`src/rtl/mc_error_log_map.svh`:
```
// register map, field positions and codes for the memory controller error log
`ifndef MC_ERROR_LOG_MAP_SVH
`define MC_ERROR_LOG_MAP_SVH

`define FIRST_BANK_LO 8'h09
`define FIRST_BANK_HI 8'h0C
`define SECOND_BANK_LO 8'h0D
`define SECOND_BANK_HI 8'h10
`define NUM_BANKS 8

`define CTRL_EXTRA_LOG_BIT 1

`define ST_CODE_LO 0
`define ST_CODE_HI 15
`define ST_MS_LO 16
`define ST_MS_HI 31
`define ST_DEV_LO 32
`define ST_DEV_HI 36
`define ST_ARCH_LO 38

`define MI_ADDR_HI 8
`define MI_ID_LO 9
`define MI_ID_HI 13
`define MI_MASK1_LO 14
`define MI_MASK1_HI 29
`define MI_MASK2_LO 30
`define MI_MASK2_HI 45
`define MI_RANK1_LO 46
`define MI_RANK1_HI 50
`define MI_RANK2_LO 51
`define MI_RANK2_HI 55
`define MI_VALID1 62
`define MI_VALID2 63

`define CODE_MASK 16'hF0FF
`define CODE_FORM_BIT 7

`define MS_ADDR_PAR 16'h0001
`define MS_WR_DATA_PAR 16'h0002
`define MS_WR_BE_PAR 16'h0004
`define MS_SCRUB_CORR 16'h0008
`define MS_SCRUB_UNCORR 16'h0010
`define MS_SPARE_CORR 16'h0020
`define MS_SPARE_UNCORR 16'h0040
`define MS_READ_CORR 16'h0080
`define MS_WDB_PAR 16'h0100
`define MS_NONE 16'h0000

`endif

```
`src/rtl/mc_error_log_pkg.sv`:
```
// types for the memory controller error log
package mc_error_log_pkg;
  typedef enum logic [3:0] {
    ERR_ADDR_PAR = 4'h0,
    ERR_WR_DATA_PAR = 4'h1,
    ERR_WR_BE_PAR = 4'h2,
    ERR_SCRUB_CORR = 4'h3,
    ERR_SCRUB_UNCORR = 4'h4,
    ERR_SPARE_CORR = 4'h5,
    ERR_SPARE_UNCORR = 4'h6,
    ERR_READ_CORR = 4'h7,
    ERR_WDB_PAR = 4'h8
  } err_kind_e;

  typedef struct packed {
    logic [63:0] ctrl;
    logic [7:0][63:0] status;
    logic [7:0][63:0] misc;
    logic [63:0] rdata;
  } log_state_s;
endpackage : mc_error_log_pkg

```
`src/rtl/memory_controller_error_log.sv`:
```
// error logging banks of the two integrated memory controllers
`timescale 1ns/1ps
`include "mc_error_log_map.svh"

// Operation
// first controller logs to banks 9-12
// second controller logs to banks 13-16
// low sixteen bits hold architectural code
// codes 001H, 002H, 004H for parity errors
// patrol scrub codes 008H and 010H
// spare codes 020H and 040H
// read corrected code 080H only extended
// write buffer parity code 100H
// control bit 1 enables extra logging
// status 36:32 first failing device
// misc 13:9 buffer id or device
// misc 29:14 first device mask
// misc 45:30 second device mask
// misc 50:46 first device rank
// misc 55:51 second device rank
// bit 62 first device valid
// bit 63 second device valid
// reader trusts second only with first
// flags stay clear when extra off
module memory_controller_error_log
  import mc_error_log_pkg::*;
(
  input wire logic clk,
  input wire logic rst,
  // error report from either controller
  input wire logic err_valid,
  input wire logic err_ctrl_sel,
  input wire logic [1:0] err_channel,
  input wire err_kind_e err_kind,
  input wire logic [15:0] err_arch_code,
  input wire logic [4:0] err_device,
  input wire logic [15:0] err_bit_mask,
  input wire logic [4:0] err_rank,
  input wire logic [4:0] err_buffer_id,
  input wire logic [8:0] err_addr_info,
  input wire logic [24:0] err_arch_upper,
  // model-specific register access
  input wire logic msr_rd,
  input wire logic msr_wr,
  input wire logic [7:0] msr_index,
  input wire logic msr_sel_misc,
  input wire logic msr_sel_ctrl,
  input wire logic [63:0] msr_wdata,
  output logic [63:0] msr_rdata,
  output logic extra_logging_on
);

  // ----------------------------------------------------------------
  // bank decode
  // ----------------------------------------------------------------
  function automatic logic [3:0] bank_of_index(input logic [7:0] idx);
    logic [7:0] off;
    off = 8'h00;
    if (idx >= `FIRST_BANK_LO && idx <= `SECOND_BANK_HI) begin
      off = idx - `FIRST_BANK_LO;
      bank_of_index = {1'b0, off[2:0]};
    end else begin
      bank_of_index = 4'h8;
    end
  endfunction : bank_of_index

  function automatic logic [15:0] ms_code(input err_kind_e k);
    unique case (k)
      ERR_ADDR_PAR: ms_code = `MS_ADDR_PAR;
      ERR_WR_DATA_PAR: ms_code = `MS_WR_DATA_PAR;
      ERR_WR_BE_PAR: ms_code = `MS_WR_BE_PAR;
      ERR_SCRUB_CORR: ms_code = `MS_SCRUB_CORR;
      ERR_SCRUB_UNCORR: ms_code = `MS_SCRUB_UNCORR;
      ERR_SPARE_CORR: ms_code = `MS_SPARE_CORR;
      ERR_SPARE_UNCORR: ms_code = `MS_SPARE_UNCORR;
      ERR_READ_CORR: ms_code = `MS_READ_CORR;
      ERR_WDB_PAR: ms_code = `MS_WDB_PAR;
      default: ms_code = `MS_NONE;
    endcase
  endfunction : ms_code

  // ----------------------------------------------------------------
  // state
  // ----------------------------------------------------------------
  log_state_s state_reg;
  log_state_s state_next;

  logic [2:0] err_bank;
  logic extra_on;
  logic [15:0] arch_error_code;
  logic [3:0] rd_bank;
  logic [3:0] wr_bank;

  // controller 0 -> banks 9-12, controller 1 -> 13-16
  assign err_bank = {err_ctrl_sel, err_channel};
  assign extra_on = state_reg.ctrl[`CTRL_EXTRA_LOG_BIT];
  // keep bits 15:12 and 7:0, force bit 7 for form 1MMMCCCC
  assign arch_error_code = (err_arch_code & `CODE_MASK)
    | (16'h0001 << `CODE_FORM_BIT);
  assign rd_bank = bank_of_index(msr_index);
  assign wr_bank = bank_of_index(msr_index);

  always_comb begin
    logic [63:0] st;
    logic [63:0] mi;
    logic read_corr;
    logic log_it;
    st = 64'h0;
    mi = 64'h0;
    state_next = state_reg;
    read_corr = (err_kind == ERR_READ_CORR);
    // corrected read reported only in extended mode
    log_it = err_valid && (!read_corr || extra_on);

    // ----------------------------------------------------------------
    // software writes
    // ----------------------------------------------------------------
    if (msr_wr) begin
      if (msr_sel_ctrl) begin
        state_next.ctrl = msr_wdata;
      end else if (!wr_bank[3]) begin
        if (msr_sel_misc) begin
          state_next.misc[wr_bank[2:0]] = msr_wdata;
        end else begin
          state_next.status[wr_bank[2:0]] = msr_wdata;
        end
      end
    end

    // ----------------------------------------------------------------
    // hardware capture, its fields overwrite a same-cycle write to the bank, other written bits stay
    // ----------------------------------------------------------------
    if (log_it) begin
      st = state_next.status[err_bank];
      mi = state_next.misc[err_bank];
      st[`ST_CODE_HI:`ST_CODE_LO] = arch_error_code;
      st[`ST_MS_HI:`ST_MS_LO] = ms_code(err_kind);
      st[63:`ST_ARCH_LO] = {err_arch_upper, 1'b0};
      mi[`MI_ADDR_HI:0] = err_addr_info;
      if (err_kind == ERR_WR_DATA_PAR || err_kind == ERR_WR_BE_PAR) begin
        mi[`MI_ID_HI:`MI_ID_LO] = err_buffer_id;
      end
      if (extra_on) begin
        if (read_corr && mi[`MI_VALID1]) begin
          // second correctable device error
          mi[`MI_ID_HI:`MI_ID_LO] = err_device;
          mi[`MI_MASK2_HI:`MI_MASK2_LO] = err_bit_mask;
          mi[`MI_RANK2_HI:`MI_RANK2_LO] = err_rank;
          mi[`MI_VALID2] = 1'b1;
        end else begin
          st[`ST_DEV_HI:`ST_DEV_LO] = err_device;
          mi[`MI_MASK1_HI:`MI_MASK1_LO] = err_bit_mask;
          mi[`MI_RANK1_HI:`MI_RANK1_LO] = err_rank;
          if (read_corr) begin
            mi[`MI_VALID1] = 1'b1;
          end
        end
      end else begin
        mi[`MI_VALID1] = 1'b0;
        mi[`MI_VALID2] = 1'b0;
      end
      state_next.status[err_bank] = st;
      state_next.misc[err_bank] = mi;
    end

    // ----------------------------------------------------------------
    // read data
    // ----------------------------------------------------------------
    state_next.rdata = state_reg.rdata;
    if (msr_rd) begin
      if (msr_sel_ctrl) begin
        state_next.rdata = state_reg.ctrl;
      end else if (rd_bank[3]) begin
        state_next.rdata = 64'h0;
      end else if (msr_sel_misc) begin
        state_next.rdata = state_reg.misc[rd_bank[2:0]];
      end else begin
        state_next.rdata = state_reg.status[rd_bank[2:0]];
      end
    end
  end

  always_ff @(posedge clk) begin
    if (rst) begin
      state_reg <= '0;
    end else begin
      state_reg <= state_next;
    end
  end

  assign msr_rdata = state_reg.rdata;
  assign extra_logging_on = extra_on;

endmodule : memory_controller_error_log

```
`config.mk`:
```
export PLATFORM = sky130hd
export DESIGN_NAME = memory_controller_error_log
export DESIGN_NICKNAME = d
export VERILOG_FILES = /design/src/rtl/mc_error_log_pkg.sv /design/src/rtl/memory_controller_error_log.sv
export VERILOG_INCLUDE_DIRS = /design/src /design/src/rtl
export SDC_FILE = /design/constraint.sdc
export NUM_CORES = 2
export LEC_CHECK = 0
export ABC_AREA = 0
export BUFFER_PORTS_ARGS = -buffer_cell sky130_fd_sc_hd__buf_2
export CORE_MARGIN = 2
export CORE_UTILIZATION = 35
export DETAILED_ROUTE_END_ITERATION = 8
export PLACE_DENSITY = 0.49
export SLEW_MARGIN = 40
export SYNTH_ARGS = -nofsm -noshare
export SYNTH_HDL_FRONTEND = slang
export SYNTH_SLANG_ARGS = --single-unit
export TNS_END_PERCENT = 30
```
`constraint.sdc`:
```
create_clock -name clk -period 4.3 [get_ports clk]
set_clock_uncertainty 0.15 [all_clocks]
set_input_delay 0.86 -clock clk [delete_from_list [all_inputs] [get_ports clk]]
set_output_delay 0.86 -clock clk [all_outputs]
set_load 0.03 [all_outputs]
```
* Word level (Yosys, flattened, before mapping)
Memory sizes are Yosys's and may differ from the RTL's.
Cells that the tools add are included.
** Cells by class
- Add/sub/neg operators :: 1
- Order comparisons :: 6
- Eq/ne operators :: 3
- Mux-type cells :: 43
- Reductions and logical operators :: 9
** Operators with widths (number)
- 1024-bit 2-to-1 mux :: 4
- 512-bit bitwise mux :: 4
- 512-bit 2-to-1 mux :: 2
- 64-bit binary-select mux with 3-bit select :: 4
- 64-bit 2-to-1 mux :: 8
- 64-bit demux with 3-bit select :: 2
- 47-bit 2-to-1 mux :: 2
- 16-bit 2-to-1 mux :: 3
- 38-bit 2-to-1 mux :: 1
- 5-bit 2-to-1 mux :: 7
- 8-bit by 4-bit greater-or-equal comparator with 1-bit output, second input constant :: 1
- 8-bit by 5-bit <= comparator with 1-bit output, second input constant :: 1
- 3-bit by 4-bit < comparator with 1-bit output, second input constant :: 2
- 3-bit by 1-bit greater-or-equal comparator with 1-bit output, second input constant :: 2
- 1-bit logical AND :: 5
- 4-bit by 1-bit == test with 1-bit output, second input constant :: 1
- 4-bit by 2-bit == test with 1-bit output, second input constant :: 1
- 4-bit by 3-bit == test with 1-bit output, second input constant :: 1
- 2-bit 2-to-1 mux :: 2
- 4-bit 2-to-1 mux :: 1
- 1-bit 2-to-1 mux :: 3
- 3-bit by 1-bit subtractor with 3-bit output, second input constant :: 1
- 1-bit logical OR :: 2
- 2-bit AND reduction :: 1
- 1-bit logical NOT :: 1
** Word-level totals
- Bits in registers :: 1152
- ROM bits :: 144
- Input bits :: 167
- Output and inout bits :: 65
- Memories kept :: 1
** Memories
- (no name shown) :: words 16, bits a word 9, read ports 1, clocked after Yosys merged registers in 0, write ports 0, line memory_controller_error_log.sv:68 : unique case (k)

* Longest topological paths before layout
- Depth after elaboration :: 20
- Mapped depth :: 16

* Worst setup path after synthesis
OpenSTA, ideal clock, no wires.
- Kind :: input to register
- Start :: input msr_index[0]
- End :: register state_reg[212] in the netlist's numbering
- Setup time :: 0.135 ns
- Arrival :: 4.117 ns
- Slack :: -0.102 ns
- Stages :: 14
- Cell sequence :: buf_2 clkinv_1 ha_1 xnor2_1 buf_4 nand4_2 mux2i_1 a221o_1 or3_1 buf_4 o21ai_4 buf_6 mux2i_4 o22ai_2
** On the way
- Cells in the longest elaborated chain, start to end :: 20
** Ends and longest elaborated chain
- from (decl) :: line memory_controller_error_log.sv:45 : input wire logic [7:0] msr_index,
- 8-bit by 4-bit greater-or-equal comparator with 1-bit output (no line) / 8-bit by 5-bit <= comparator with 1-bit output (equally long branches)
- 1-bit logical AND (no line)
- 4-bit 2-to-1 mux * :: line memory_controller_error_log.sv:59 : if (idx >= `FIRST_BANK_LO && idx <= `SECOND_BANK_HI) begin
- 3-bit by 4-bit < comparator with 1-bit output (implied by the code) / 3-bit by 1-bit greater-or-equal comparator with 1-bit output (equally long branches) :: line memory_controller_error_log.sv:123 : state_next.misc[wr_bank[2:0]] = msr_wdata;
- 1-bit logical AND (implied by the code) :: line memory_controller_error_log.sv:123
- 64-bit 2-to-1 mux (implied by the code) :: line memory_controller_error_log.sv:123
- 64-bit demux with 3-bit select :: line memory_controller_error_log.sv:123
- 512-bit bitwise mux :: line memory_controller_error_log.sv:123
- (+4 left out)
- 64-bit binary-select mux with 3-bit select :: line memory_controller_error_log.sv:135 : mi = state_next.misc[err_bank];
- 64-bit 2-to-1 mux (implied by the code) :: line memory_controller_error_log.sv:135
- 1-bit logical AND :: line memory_controller_error_log.sv:144 : if (read_corr && mi[`MI_VALID1]) begin
- 16-bit 2-to-1 mux :: line memory_controller_error_log.sv:144
- 47-bit 2-to-1 mux :: line memory_controller_error_log.sv:143 : if (extra_on) begin
- 47-bit 2-to-1 mux :: line memory_controller_error_log.sv:133 : if (log_it) begin
- 512-bit bitwise mux :: line memory_controller_error_log.sv:163 : state_next.misc[err_bank] = mi;
- 1024-bit 2-to-1 mux * :: line memory_controller_error_log.sv:133
- to (signal assigned) :: line memory_controller_error_log.sv:187 : state_reg <= state_next;
- to (decl) :: line memory_controller_error_log.sv:85 : log_state_s state_reg;
Every way passes the cells marked *; elsewhere a longest branch is shown, timed or not. The select of a mux whose other input is x is not followed.
A chain may end at the register's enable or synchronous reset.

* Final worst setup path
- Start :: input msr_index[1]
- End :: register state_reg[368] in the netlist's numbering
** On the way
- Cells in the longest elaborated chain, start to end :: 20
** Ends and longest elaborated chain (line)
- 8-bit by 4-bit greater-or-equal comparator with 1-bit output (no line) / 8-bit by 5-bit <= comparator with 1-bit output (equally long branches)
- 1-bit logical AND (no line)
- 4-bit 2-to-1 mux * :: memory_controller_error_log.sv:59
- 3-bit by 4-bit < comparator with 1-bit output (implied by the code) / 3-bit by 1-bit greater-or-equal comparator with 1-bit output (equally long branches) :: memory_controller_error_log.sv:123
- 1-bit logical AND (implied by the code) :: memory_controller_error_log.sv:123
- 64-bit 2-to-1 mux (implied by the code) :: memory_controller_error_log.sv:123
- 64-bit demux with 3-bit select :: memory_controller_error_log.sv:123
- 512-bit bitwise mux :: memory_controller_error_log.sv:123
- (+4 left out)
- 64-bit binary-select mux with 3-bit select :: memory_controller_error_log.sv:135
- 64-bit 2-to-1 mux (implied by the code) :: memory_controller_error_log.sv:135
- 1-bit logical AND :: memory_controller_error_log.sv:144
- 5-bit 2-to-1 mux :: memory_controller_error_log.sv:144
- 47-bit 2-to-1 mux :: memory_controller_error_log.sv:143
- 47-bit 2-to-1 mux :: memory_controller_error_log.sv:133
- 512-bit bitwise mux :: memory_controller_error_log.sv:163
- 1024-bit 2-to-1 mux * :: memory_controller_error_log.sv:133
Marked as above.

==> results by group <==
Timing
  – RSZ-0062 raised after global routing: false
  – Setup violators final: 0
  – Slew Viols, Final: 0
  – Hold Fails Final Rpt: 0
  – Final Cycle Share: 89.98%
  – Slew at the pin with the worst max-slew slack: 954.4 ps
  – Smallest hold slack: 191.3 ps
  – Clock period minus worst slack: 3869 ps
  – FMAX: 258.5 MHz
  – Setup WS post-layout: 430.8 ps
  – Relative slew slack: 36.38%

Worst setup path
  – Setup crit end: state_reg[368]$_SDFF_PP0_
  – Critical path peak fanout: 13
  – Req. time, crit path: 4790 ps
  – Cell depth of the worst flop-to-flop path: 8
  – Arrival @ worst endpoint: 4360 ps
  – R2r endpoint: state_reg[148]$_SDFF_PP0_
  – RR Startpoint: extra_logging_on$_SDFFE_PP0P_
  – CP Capture Type: flip-flop
  – Crit path from: msr_index[1]
  – Reg2reg setup slack: 1200 ps
  – CP startpoint kind: input pin
  – CP Class: input pin to flip-flop

Pwr
  – Clock Power Share: 47.4%
  – P per Cell Area: 353.6 mW/mm^2
  – Pleak: 0.02962 uW
  – Sequential share of power: 41.8%
  – VDD IR max: 363.6 uV
  – Switching Share: 28.32%
  – Net Switching: 7452 uW
  – Pint: 18,860 uW
  – Part of the power in combinational logic: 10.7%

Drt
  – DR WL/cell: 34.55 um
  – Final WL: 352.2 mm
  – Final ANT Viol Nets: 0
  – DR iter-0 viols: 9,976
  – First-pass iteration count of the detailed router: 9
  – Vias per Instance: 6.547
  – Via count: 66,740
  – Drc violations: 0

Global routing
  – Vias in the first global route: 62,570
  – Met3 Track Usage GR: 9.839%
  – Total GRT Usage: 38.75%
  – Initial antenna violation count: 49
  – Grt peak-use layer: met2
  – GR Util met1: 51.11%
  – First-pass GRT wire length: 486.9 mm
  – GR Util met2: 56.38%
  – Largest net degree at the start of global routing: 144
  – Grt total ovfl: 0

Die
  – Core box area: 0.1712 mm^2
  – Initial Utilization: 35.13%
  – Cell Rows: 152
  – Die W: 418.5 um
  – Die Area: 0.1751 mm^2
  – Die Height: 418.5 um
  – IO Pins: 232

Clock tree
  – Post-CTS Resized: 0
  – Setup bufs post-CTS: 0
  – Htree depth: 4
  – CTS Sinks: 1,152
  – Clock Path Buffers: 3
  – Root Driver: clkbuf_16
  – CTS Hold Bufs: 0
  – Clk Latency, worst-skew pair: 840 ps
  – Reg clk slew, reported paths: 60 ps
  – Total CTS buffers: 140
  – CTS tree: done

Logic synthesis
  – Synth Flop Type: dfxtp_1
  – Yosys warnings: 0
  – Yosys cell types: 109
  – Register area share after synthesis: 38.36%
  – EDFF count, synth: 0
  – Synth Net Count: 7,597
  – Seq cells post-synth: 1,152
  – Synth Area per Inst: 8.094 um^2
  – Mapped cell area: 0.06012 mm^2
  – Async set-reset flop share out of synthesis: 0%
  – Synthesized netlist cell count: 7,428

Placement
  – HPWL Detailed: 232.7 mm
  – Input/output buffers: 226
  – Post-DP Area: 0.06959 mm^2
  – Pre-CTS setup slack: -379.8 ps
  – Placer Congestion: 0.9861

Finish
  – Max reg flops: 1,087
  – Final nets: 8,004
  – Fillers: 16,880
  – Util after Layout: 43.48%
  – Post-route cell area: 0.07442 mm^2
  – Fraction of layout cells with a size suffix above 1: 20.57%
  – P&R area growth vs syn: 23.78%

Run status
  – Status: finished, final reports clean

Min path
  – Worst Hold Class: input pin to flip-flop

Flow run
  – Max-cap viol count: 0
power by group through the flow:
stage	clock [uW]	sequential, uW	combinational, uW
global placement	0	11200	2670
finish	12500	11000	2820
global route	12900	11000	2860
floorplan	0	11200	1360
CTS	12500	11000	2700
detailed placement	0	11200	2690
layer usage:
| layer | part of all wire [%] | vias up | wire length (um) |
|---|---|---|---|
| li1 | - | 28120 | - |
| met1 | 40 | 32750 | 141300 |
| met2 | 41 | 4726 | 146000 |
| met3 | 12 | 1107 | 40620 |
| met4 | 6.8 | 38 | 24080 |
| met5 | 0.069 | - | 244 |
cell usage after synthesis, types with 11 or more instances:
| library cell | number | share of area [%] |
|---|---|---|
| mux2i_1 | 718 | 12 |
| nor2_1 | 566 | 3.5 |
| buf_4 | 76 | 0.95 |
| clkbuf_1 | 602 | 3.8 |
| buf_1 | 103 | 0.64 |
| and2_1 | 28 | 0.29 |
| mux2_2 | 59 | 1.1 |
| o41ai_1 | 11 | 0.16 |
| o31ai_1 | 24 | 0.30 |
| o311ai_1 | 14 | 0.20 |
| nand2_1 | 1097 | 6.8 |
| o221a_2 | 17 | 0.32 |
| o22ai_1 | 585 | 6.1 |
| o211ai_1 | 26 | 0.32 |
| o221ai_1 | 126 | 1.8 |
| nor3_1 | 171 | 1.4 |
| a21oi_1 | 424 | 3.5 |
| o21ai_0 | 473 | 3.9 |
| nand4_1 | 42 | 0.44 |
| inv_1 | 18 | 0.11 |
| or2_2 | 17 | 0.18 |
| a311oi_1 | 92 | 1.3 |
| a211oi_1 | 59 | 0.74 |
| o311ai_0 | 68 | 0.99 |
| or3_1 | 25 | 0.26 |
| o31a_1 | 33 | 0.48 |
| a21o_1 | 24 | 0.30 |
| clkbuf_2 | 23 | 0.19 |
| o22a_1 | 21 | 0.31 |
| buf_2 | 94 | 0.78 |
| a41oi_1 | 11 | 0.16 |
| a31oi_1 | 15 | 0.16 |
| o2bb2ai_1 | 46 | 0.67 |
| o21ai_1 | 13 | 0.11 |
| nand3_1 | 170 | 1.4 |
| nor4_1 | 23 | 0.24 |
| o32ai_1 | 34 | 0.50 |
| a221oi_1 | 22 | 0.32 |
| a2111oi_0 | 16 | 0.23 |
| o311a_1 | 11 | 0.18 |
| and3_1 | 31 | 0.32 |
| or4_1 | 51 | 0.64 |
| dfxtp_1 | 1152 | 38 |
logic make-up (layout without fill, tap and decap cells):
group	after synthesis	in the layout	synth area share [%]
buf+inv	928	1442	6.593
mux	800	800	13.71
simple gates	2291	2291	16.70
fa+ha+maj	2	2	0.04161
flops	1152	1152	38.36
xor+xnor	3	3	0.04371
other cells	0	20	0
compound gates	2252	2252	24.56
cell usage in the layout, fill, tap and decap left out, types with 26 or more instances in the layout:
| cell type | Yosys | layout |
|---|---|---|
| a21oi_1 | 424 | 422 |
| nor3_1 | 171 | 157 |
| o22ai_1 | 585 | 585 |
| nand4_1 | 42 | 42 |
| o2bb2ai_1 | 46 | 46 |
| mux2i_1 | 718 | 717 |
| o311ai_0 | 68 | 68 |
| buf_4 | 76 | 799 |
| o32ai_1 | 34 | 34 |
| nand3_1 | 170 | 156 |
| clkbuf_16 | 0 | 140 |
| o31a_1 | 33 | 33 |
| or4_1 | 51 | 51 |
| clkbuf_8 | 0 | 35 |
| a211oi_1 | 59 | 59 |
| nor2_1 | 566 | 556 |
| o21ai_0 | 473 | 470 |
| and2_1 | 28 | 27 |
| and3_1 | 31 | 29 |
| dfxtp_1 | 1152 | 1152 |
| clkbuf_1 | 602 | 27 |
| buf_2 | 94 | 221 |
| o211ai_1 | 26 | 26 |
| buf_12 | 0 | 137 |
| nand2_1 | 1097 | 1072 |
| mux2_2 | 59 | 59 |
| o221ai_1 | 126 | 126 |
| a311oi_1 | 92 | 92 |
worst max-delay path: stages:
cell and delay [ps]:
buf_2 80, inv_1 50, buf_12 140, ha_1 520, buf_4 190, nand2b_1 120, nor3_2 360, a211oi_1 160
a221o_1 310, or3_1 400, o21ai_4 230, buf_4 350, mux2i_4 400, o22ai_1 150
worst min-delay path by stage:
stage | startpoint | to | slack (ps) | cells after the start
final | err_rank[3] | state_reg[561]$_SDFF_PP0_ | 190 | 3
after floorplan | state_reg[678]$_SDFF_PP0_ | state_reg[678]$_SDFF_PP0_ | 280 | 2
after global placement | state_reg[671]$_SDFF_PP0_ | state_reg[671]$_SDFF_PP0_ | 290 | 2
after CTS | err_arch_upper[23] | state_reg[894]$_SDFF_PP0_ | 160 | 3
after global routing | err_arch_upper[13] | state_reg[820]$_SDFF_PP0_ | 230 | 3
after detailed placement | state_reg[1050]$_SDFF_PP0_ | state_reg[1050]$_SDFF_PP0_ | 290 | 2
stage by stage:
step	instances	total power, uW	TNS (ps)
6_report	10200	26320	0
5_1_grt	10190	26810	0
4_1_cts	10170	26210	0
3_5_place_dp	9925	13930	-64690
3_3_place_gp	9922	13900	-61880
2_1_floorplan	7428	12540	0
layout make-up:
type	count	area (um^2)	area share [%]
tap	2233	2794	3.754
timing repair buffer	1169	10010	13.46
multi-input combinational	5348	33660	45.23
antenna	20	50.05	0.06725
inverter	24	92.59	0.1244
sequential	1152	23060	30.99
clock buffer	202	4086	5.491
clock inverter	47	661.9	0.8894
Note: power is estimated with default switching activity, not from simulation.
